$ cat src/clkgen_pkg.sv
// Constants, types and register map of the PLL base clock selector
//
// Contract
// - A change of the lock indicator in either direction sets the lock-change flag.
// - The interrupt is requested while the lock-change flag and lock irq enable are both set; the logic also gates it with automatic bandwidth mode.
// - With automatic bandwidth mode clear, the lock-change flag reads as zero.
// - Any read of the loop control register clears the lock-change flag; the logic lets a lock change in the same cycle set it instead.
// - Reset clears the lock-change flag.
// - Loop power-on at one runs the PLL and enables the VCO clock, at zero it is off.
// - A write clearing loop power-on is ignored while the VCO clock is selected.
// - Reset sets loop power-on so the loop settles during power-up.
// - The base clock output is half the selected source, one selecting VCO, zero oscillator.
// - A write setting the source select is ignored while loop power-on is clear.
// - A source switch completes within three oscillator and three VCO clock cycles.
// - During a source switch the base clock output holds still.
// - Reset clears the source select so the oscillator drives the base clock.
// - With automatic bandwidth mode clear, lock irq enable cannot be written and reads zero.
// - Reset clears lock irq enable; one enables and zero disables lock interrupts.
package clkgen_pkg;

	// ------------------------------------------------------------
	// Register map
	// ------------------------------------------------------------
	localparam int         ADDR_W         = 4;
	localparam int         DATA_W         = 8;
	localparam logic [3:0] ADDR_LOOP_CTRL = 4'h0;
	localparam logic [3:0] ADDR_BW_CTRL   = 4'h1;
	localparam logic [3:0] ADDR_EV_STAT   = 4'h2;
	localparam logic [3:0] ADDR_EV_MASK   = 4'h3;

	// ------------------------------------------------------------
	// Field positions
	// ------------------------------------------------------------
	localparam int BIT_IRQ_EN = 7;
	localparam int BIT_FLAG   = 6;
	localparam int BIT_PWR    = 5;
	localparam int BIT_SEL    = 4;
	localparam int BIT_AUTO   = 7;
	localparam int BIT_LOCK   = 6;
	localparam int EV_LOCK    = 0;
	localparam int EV_SWITCH  = 1;
	localparam int EV_N       = 2;

	// ------------------------------------------------------------
	// Reset values and timing
	// ------------------------------------------------------------
	localparam logic       RST_PWR     = 1'b1;
	localparam logic       RST_SEL     = 1'b0;
	localparam logic       RST_AUTO    = 1'b0;
	localparam logic [1:0] SWITCH_EDGES = 2'h3;

	// ------------------------------------------------------------
	// Types
	// ------------------------------------------------------------
	typedef enum logic [1:0] {
		ST_RUN    = 2'b01,
		ST_SWITCH = 2'b10
	} sel_state_t;

	typedef struct packed {
		logic lock;
		logic vco;
		logic osc;
	} pins_t;

	typedef struct packed {
		logic [ADDR_W-1:0] addr;
		logic [DATA_W-1:0] wdata;
		logic              wr;
		logic              rd;
	} bus_req_t;

	typedef struct packed {
		sel_state_t        st;
		pins_t             sync1;
		pins_t             sync2;
		pins_t             prev;
		logic              irq_en;
		logic              flag;
		logic              pwr;
		logic              sel;
		logic              active;
		logic              auto_bw;
		logic [1:0]        osc_cnt;
		logic [1:0]        vco_cnt;
		logic              base_out;
		logic              vco_en;
		logic              irq;
		logic [EV_N-1:0]   ev_stat;
		logic [EV_N-1:0]   ev_mask;
		logic [DATA_W-1:0] rdata;
	} state_t;

endpackage

$ cat src/pll_base_clock_select.sv
// PLL control and base clock source selector
`timescale 1ns/1ps
module pll_base_clock_select (
	// Clock and reset
	input  wire logic                            REF_CLK,
	input  wire logic                            RST_N,
	// Register port
	input  wire logic [clkgen_pkg::ADDR_W-1:0]   ADDR,
	input  wire logic [clkgen_pkg::DATA_W-1:0]   WDATA,
	input  wire logic                            WR,
	input  wire logic                            RD,
	output logic      [clkgen_pkg::DATA_W-1:0]   RDATA,
	// Clock sources and lock indicator
	input  wire logic                            OSC_REF_CLOCK,
	input  wire logic                            VCO_CLOCK,
	input  wire logic                            LOCK_IN,
	// Outputs
	output logic                                 VCO_ENABLE,
	output logic                                 BASE_CLOCK_OUT,
	output logic                                 IRQ
);

	// ------------------------------------------------------------
	// State
	// ------------------------------------------------------------
	clkgen_pkg::state_t   q;
	clkgen_pkg::state_t   d;
	clkgen_pkg::bus_req_t req;
	logic                 osc_rise;
	logic                 vco_rise;
	logic                 src_rise;
	logic                 lock_tgl;
	logic                 rd_ctl;
	logic                 wr_ctl;
	logic                 ev_switch;

	assign req = '{addr: ADDR, wdata: WDATA, wr: WR, rd: RD};

	// ------------------------------------------------------------
	// Next state
	// ------------------------------------------------------------
	always_comb begin
		d         = q;
		ev_switch = 1'b0;

		// Two-stage synchronisers for pins
		d.sync1 = '{lock: LOCK_IN, vco: VCO_CLOCK, osc: OSC_REF_CLOCK};
		d.sync2 = q.sync1;
		d.prev  = q.sync2;

		osc_rise = q.sync2.osc & ~q.prev.osc;
		vco_rise = q.sync2.vco & ~q.prev.vco;
		src_rise = q.active ? vco_rise : osc_rise;
		lock_tgl = q.sync2.lock ^ q.prev.lock;

		rd_ctl = req.rd && (req.addr == clkgen_pkg::ADDR_LOOP_CTRL);
		wr_ctl = req.wr && (req.addr == clkgen_pkg::ADDR_LOOP_CTRL);

		// Lock-change flag: set beats the read clear
		if (rd_ctl) begin
			d.flag = 1'b0;
		end
		if (lock_tgl) begin
			d.flag = 1'b1;
		end

		// Loop control writes
		if (wr_ctl) begin
			if (q.auto_bw) begin
				d.irq_en = req.wdata[clkgen_pkg::BIT_IRQ_EN];
			end
			if (req.wdata[clkgen_pkg::BIT_PWR] || !q.sel) begin
				d.pwr = req.wdata[clkgen_pkg::BIT_PWR];
			end
			if (!req.wdata[clkgen_pkg::BIT_SEL] || q.pwr) begin
				d.sel = req.wdata[clkgen_pkg::BIT_SEL];
			end
		end

		// Bandwidth control writes
		if (req.wr && (req.addr == clkgen_pkg::ADDR_BW_CTRL)) begin
			d.auto_bw = req.wdata[clkgen_pkg::BIT_AUTO];
		end

		// Event mask writes
		if (req.wr && (req.addr == clkgen_pkg::ADDR_EV_MASK)) begin
			d.ev_mask = req.wdata[clkgen_pkg::EV_N-1:0];
		end

		// VCO clock follows loop power
		d.vco_en = d.pwr;

		// Source selector
		case (q.st)
			clkgen_pkg::ST_RUN: begin
				if (q.sel != q.active) begin
					d.st      = clkgen_pkg::ST_SWITCH;
					d.osc_cnt = '0;
					d.vco_cnt = '0;
				end else if (src_rise) begin
					d.base_out = ~q.base_out;
				end
			end
			clkgen_pkg::ST_SWITCH: begin
				// Output held until both clocks have been seen three times
				if (osc_rise && q.osc_cnt != clkgen_pkg::SWITCH_EDGES) begin
					d.osc_cnt = q.osc_cnt + 2'h1;
				end
				if (vco_rise && q.vco_cnt != clkgen_pkg::SWITCH_EDGES) begin
					d.vco_cnt = q.vco_cnt + 2'h1;
				end
				if (q.osc_cnt == clkgen_pkg::SWITCH_EDGES &&
				    q.vco_cnt == clkgen_pkg::SWITCH_EDGES) begin
					d.active  = q.sel;
					d.st      = clkgen_pkg::ST_RUN;
					ev_switch = 1'b1;
				end
			end
			default: begin
				d.st = clkgen_pkg::ST_RUN;
			end
		endcase

		// Sticky events: write one clears, a new event wins
		if (req.wr && (req.addr == clkgen_pkg::ADDR_EV_STAT)) begin
			d.ev_stat = q.ev_stat & ~req.wdata[clkgen_pkg::EV_N-1:0];
		end
		if (lock_tgl) begin
			d.ev_stat[clkgen_pkg::EV_LOCK] = 1'b1;
		end
		if (ev_switch) begin
			d.ev_stat[clkgen_pkg::EV_SWITCH] = 1'b1;
		end

		// Interrupt line
		d.irq = (d.flag & d.irq_en & d.auto_bw)
		      | (|(d.ev_stat & d.ev_mask));

		// Read data, valid the cycle after the strobe
		d.rdata = '0;
		if (req.rd) begin
			if (req.addr == clkgen_pkg::ADDR_LOOP_CTRL) begin
				d.rdata[clkgen_pkg::BIT_IRQ_EN] = q.irq_en & q.auto_bw;
				d.rdata[clkgen_pkg::BIT_FLAG]   = q.flag & q.auto_bw;
				d.rdata[clkgen_pkg::BIT_PWR]    = q.pwr;
				d.rdata[clkgen_pkg::BIT_SEL]    = q.sel;
			end else if (req.addr == clkgen_pkg::ADDR_BW_CTRL) begin
				d.rdata[clkgen_pkg::BIT_AUTO] = q.auto_bw;
				d.rdata[clkgen_pkg::BIT_LOCK] = q.sync2.lock;
			end else if (req.addr == clkgen_pkg::ADDR_EV_STAT) begin
				d.rdata[clkgen_pkg::EV_N-1:0] = q.ev_stat;
			end else if (req.addr == clkgen_pkg::ADDR_EV_MASK) begin
				d.rdata[clkgen_pkg::EV_N-1:0] = q.ev_mask;
			end else begin
				d.rdata = '0;
			end
		end
	end

	// ------------------------------------------------------------
	// Registers
	// ------------------------------------------------------------
	always_ff @(posedge REF_CLK or negedge RST_N) begin
		if (!RST_N) begin
			q          <= '0;
			q.st       <= clkgen_pkg::ST_RUN;
			q.flag     <= 1'b0;
			q.irq_en   <= 1'b0;
			q.pwr      <= clkgen_pkg::RST_PWR;
			q.vco_en   <= clkgen_pkg::RST_PWR;
			q.sel      <= clkgen_pkg::RST_SEL;
			q.active   <= clkgen_pkg::RST_SEL;
			q.auto_bw  <= clkgen_pkg::RST_AUTO;
		end else begin
			q <= d;
		end
	end

	// ------------------------------------------------------------
	// Outputs
	// ------------------------------------------------------------
	assign RDATA          = q.rdata;
	assign VCO_ENABLE     = q.vco_en;
	assign BASE_CLOCK_OUT = q.base_out;
	assign IRQ            = q.irq;

endmodule

$ cat config.mk
export PLATFORM = sky130hd
export DESIGN_NAME = pll_base_clock_select
export DESIGN_NICKNAME = d
export VERILOG_FILES = /design/src/clkgen_pkg.sv /design/src/pll_base_clock_select.sv
export SDC_FILE = /design/constraint.sdc
export NUM_CORES = 1
export LEC_CHECK = 0
export BUFFER_PORTS_ARGS = -buffer_cell sky130_fd_sc_hd__buf_4
export CAP_MARGIN = 10
export CORE_MARGIN = 2
export CORE_UTILIZATION = 50
export DETAILED_ROUTE_END_ITERATION = 6
export HOLD_SLACK_MARGIN = 0.03
export PLACE_DENSITY_LB_ADDON = 0.2
export SLEW_MARGIN = 10
export SYNTH_ARGS = -nofsm -noshare
export SYNTH_HDL_FRONTEND = slang
export SYNTH_SLANG_ARGS = --single-unit
$ cat constraint.sdc
create_clock -name REF_CLK -period 1.9 [get_ports REF_CLK]
set_input_delay 0.38 -clock REF_CLK [delete_from_list [all_inputs] [get_ports REF_CLK]]
set_output_delay 0.38 -clock REF_CLK [all_outputs]
set_load 0.02 [all_outputs]
==> metrics <==
top cell type's share of synthesized area a little under three fifths; Net Sw Frac a little over a quarter; outcome finished clean; Peak supply drop roughly 0.00071 V; register share of total power about 51%; clock root cell clkbuf_4; area leader, netlist dfrtp_1; fin. max-slew vios 0; TritonCTS Sinks 33; fmax 0.614 GHz; IO buf count 24; WP data arrival roughly 1.9 ns; worst-path fanout max 3; post-route setup slack ~0.27 ns; first-pass detailed-route iteration total 4; total net switching power approximately 440 µW; worst relative slew slack about 64%; via count around 940; most common cell in the netlist dfrtp_1; clk slew on worst S/H paths roughly 0.10 ns; wire length per cell 12.4 µm; n_diodes 0; Residual DRC 0; Clk pwr share around 32%; largest net degree at the start of global routing 34; Crit. End Element flip-flop; end-of-flow core utilization around three fifths; first-pass GRT wire length 3.84 mm; setup TNS 0 ns; Layout Nets roughly 170; Rows 19; post-CTS sizing 0; # setup viols final 0; synth top area cells dfrtp_1 55%, buf_4 4.3%, dfstp_2 3.8%; Post-Route Skew ~0.0044 ns; max_cap viols 0; Fin. Hold Viols 0; Setup Buffers After CTS 0; synth warn 0; syn_area_per_cell around 11 µm²; number of top-level pins 30; Hold Path Origin OSC_REF_CLOCK; number of enable flip-flop cells after synthesis 0; pre-CTS WS between 0.03 and 0.04 ns; Final GP Congestion 0.812; Core Area around 2700 µm²; Worst-Skew Late Latency 0.33 ns; CP Class reg -> reg; Synth cell types 34; CP Launch Point q[15]; Final Power ~1700 µW; Congestion Overflow GR 0; Cell Area, Synth approximately 1400 µm²; layout overhead on the synthesized area 19.2%; CTS Hold Bufs 1; #FFs+latches synth 33; Die Width approximately 57 µm; CTS Buf Count 5; WP data required between 2 and 2.5 ns; GRT Total Usage between 10% and 20%; Final HPWL DP 1.68 mm; vias in the first global route 903; die area around 3200 µm²; initial antenna violation count 0; Routed WL 2.22 mm; Post-Synthesis Cells approximately 120; Starting Density approximately 52%; CTS tree built; HP Class in -> reg; async set-reset flop share out of synthesis 100%; critical path startpoint category flip-flop; Final min period roughly 1.6 ns; Max Root-Sink Buffers 2; Leak 0.000818 µW; post-route clock period utilization 85.8%; Power Density 1020 nW/µm²; sequential share of the synthesized area 59.2%; FF-to-FF Start q[15]; routed vias/inst 5.21; measured slew at the worst slew-check pin between 0.5 and 0.6 ns; RSZ-0062 raised after global routing no; share of post-route cells with drive strength above 1 ~28%; die height approximately 57 µm; CTS H-tree depth 2; dominant synthesized flop cell dfrtp_1; internal power about 1300 µW; Iter 0 DRT Violations 11; Comb pwr share between 10% and 20%; top cells by count, synth 31 x dfrtp_1, 13 x nor2_1, 8 x buf_4, 8 x nand2_1, 7 x inv_1; Routed Antenna Nets 0
==> power by group through the flow <==
stage	logic (µW)	registers [µW]	clock network, µW
6_report	281	865	548
5_1_grt	317	877	598
4_1_cts	285	866	560
3_5_place_dp	282	880	0
3_3_place_gp	272	874	0
2_1_floorplan	156	891	0
==> flip-flops by register name, summed over array words and instances (netlist names) <==
register and cells:
d 6, RDATA 6, BASE_CLOCK_OUT 1, IRQ 1, q 18, VCO_ENABLE 1
==> stage by stage <==
step | hold WS, ns | instance area, µm² | cells
finish | 0.148 | 1670 | 180
global route | 0.110 | 1670 | 180
CTS | 0.132 | 1670 | 180
detailed placement | 0.335 | 1570 | 171
global placement | 0.331 | 1570 | 171
floorplan | 0.0844 | 1400 | 124
==> cells by family (layout without fill, tap and decap cells) <==
| family | count (synthesis) | count (layout) | synth area share, % |
|---|---|---|---|
| other | 1 | 2 | 0.268 |
| and+or+nand+nor | 45 | 45 | 17.5 |
| buffers and inverters | 17 | 42 | 6.71 |
| DFF | 33 | 33 | 59.2 |
| adders and majority gates | 2 | 2 | 1.79 |
| muxes | 7 | 7 | 5.28 |
| xor gates and xnor gates | 2 | 2 | 1.25 |
| AOI/OAI and AO/OA | 16 | 16 | 7.96 |
==> placed cells by master, fill, tap and decap left out, types with 2 or more instances in the layout <==
cell | netlist | routed
dfrtp_1 | 31 | 31
buf_4 | 8 | 26
nor2_1 | 13 | 13
nand2_1 | 8 | 8
inv_1 | 7 | 7
o21ai_0 | 6 | 6
nand3_1 | 5 | 5
clkbuf_4 | 0 | 5
mux2i_1 | 4 | 4
and2_1 | 3 | 3
nand2b_1 | 3 | 3
a21oi_1 | 3 | 3
mux2_2 | 3 | 3
dfstp_2 | 2 | 2
nor2b_1 | 2 | 2
nor3_1 | 2 | 2
xnor2_1 | 2 | 2
a22o_1 | 2 | 2
ha_1 | 2 | 2
conb_1 | 1 | 2
==> layout make-up <==
class / instances / area, µm²
repair buffers: 27 / 205
clock buffers: 6 / 51.3
well taps: 31 / 38.8
multi-input cells: 74 / 480
inverters: 7 / 26.3
clock inverters: 2 / 37.5
fillers: 233 / 1040
flip-flops and latches: 33 / 828
==> metal layers <==
| layer | wire length, µm | GRT usage [%] | part of all wire (%) | vias to the layer above |
|---|---|---|---|---|
| li1 | - | - | - | 458 |
| met1 | 967 | 20.3 | 43 | 449 |
| met2 | 1090 | 24.5 | 49 | 25 |
| met3 | 123 | 7.60 | 5.5 | 6 |
| met4 | 40 | 5.98 | 1.8 | 0 |
| met5 | 0 | 0 | 0 | - |
==> critical path, stage by stage (launching register included) <==
cell and delay (ns):
dfrtp_1 0.40, ha_1 0.21, nor4b_1 0.50, nor2_1 0.12, mux2_2 0.29
==> path summary, 6_finish.rpt <==
path | to | slack, ns | cells past startpoint
setup reg to reg | q[15] | 0.27 | 4
hold / removal | d[28] | 0.15 | 1
setup / recovery | q[15] | 0.27 | 4
max in group asynchronous | VCO_ENABLE | 1.07 | 2
min in group asynchronous | q[10] | 0.51 | 2
hold reg to reg | d[27] | 0.36 | 0
Note: power is estimated with default switching activity, not from simulation.
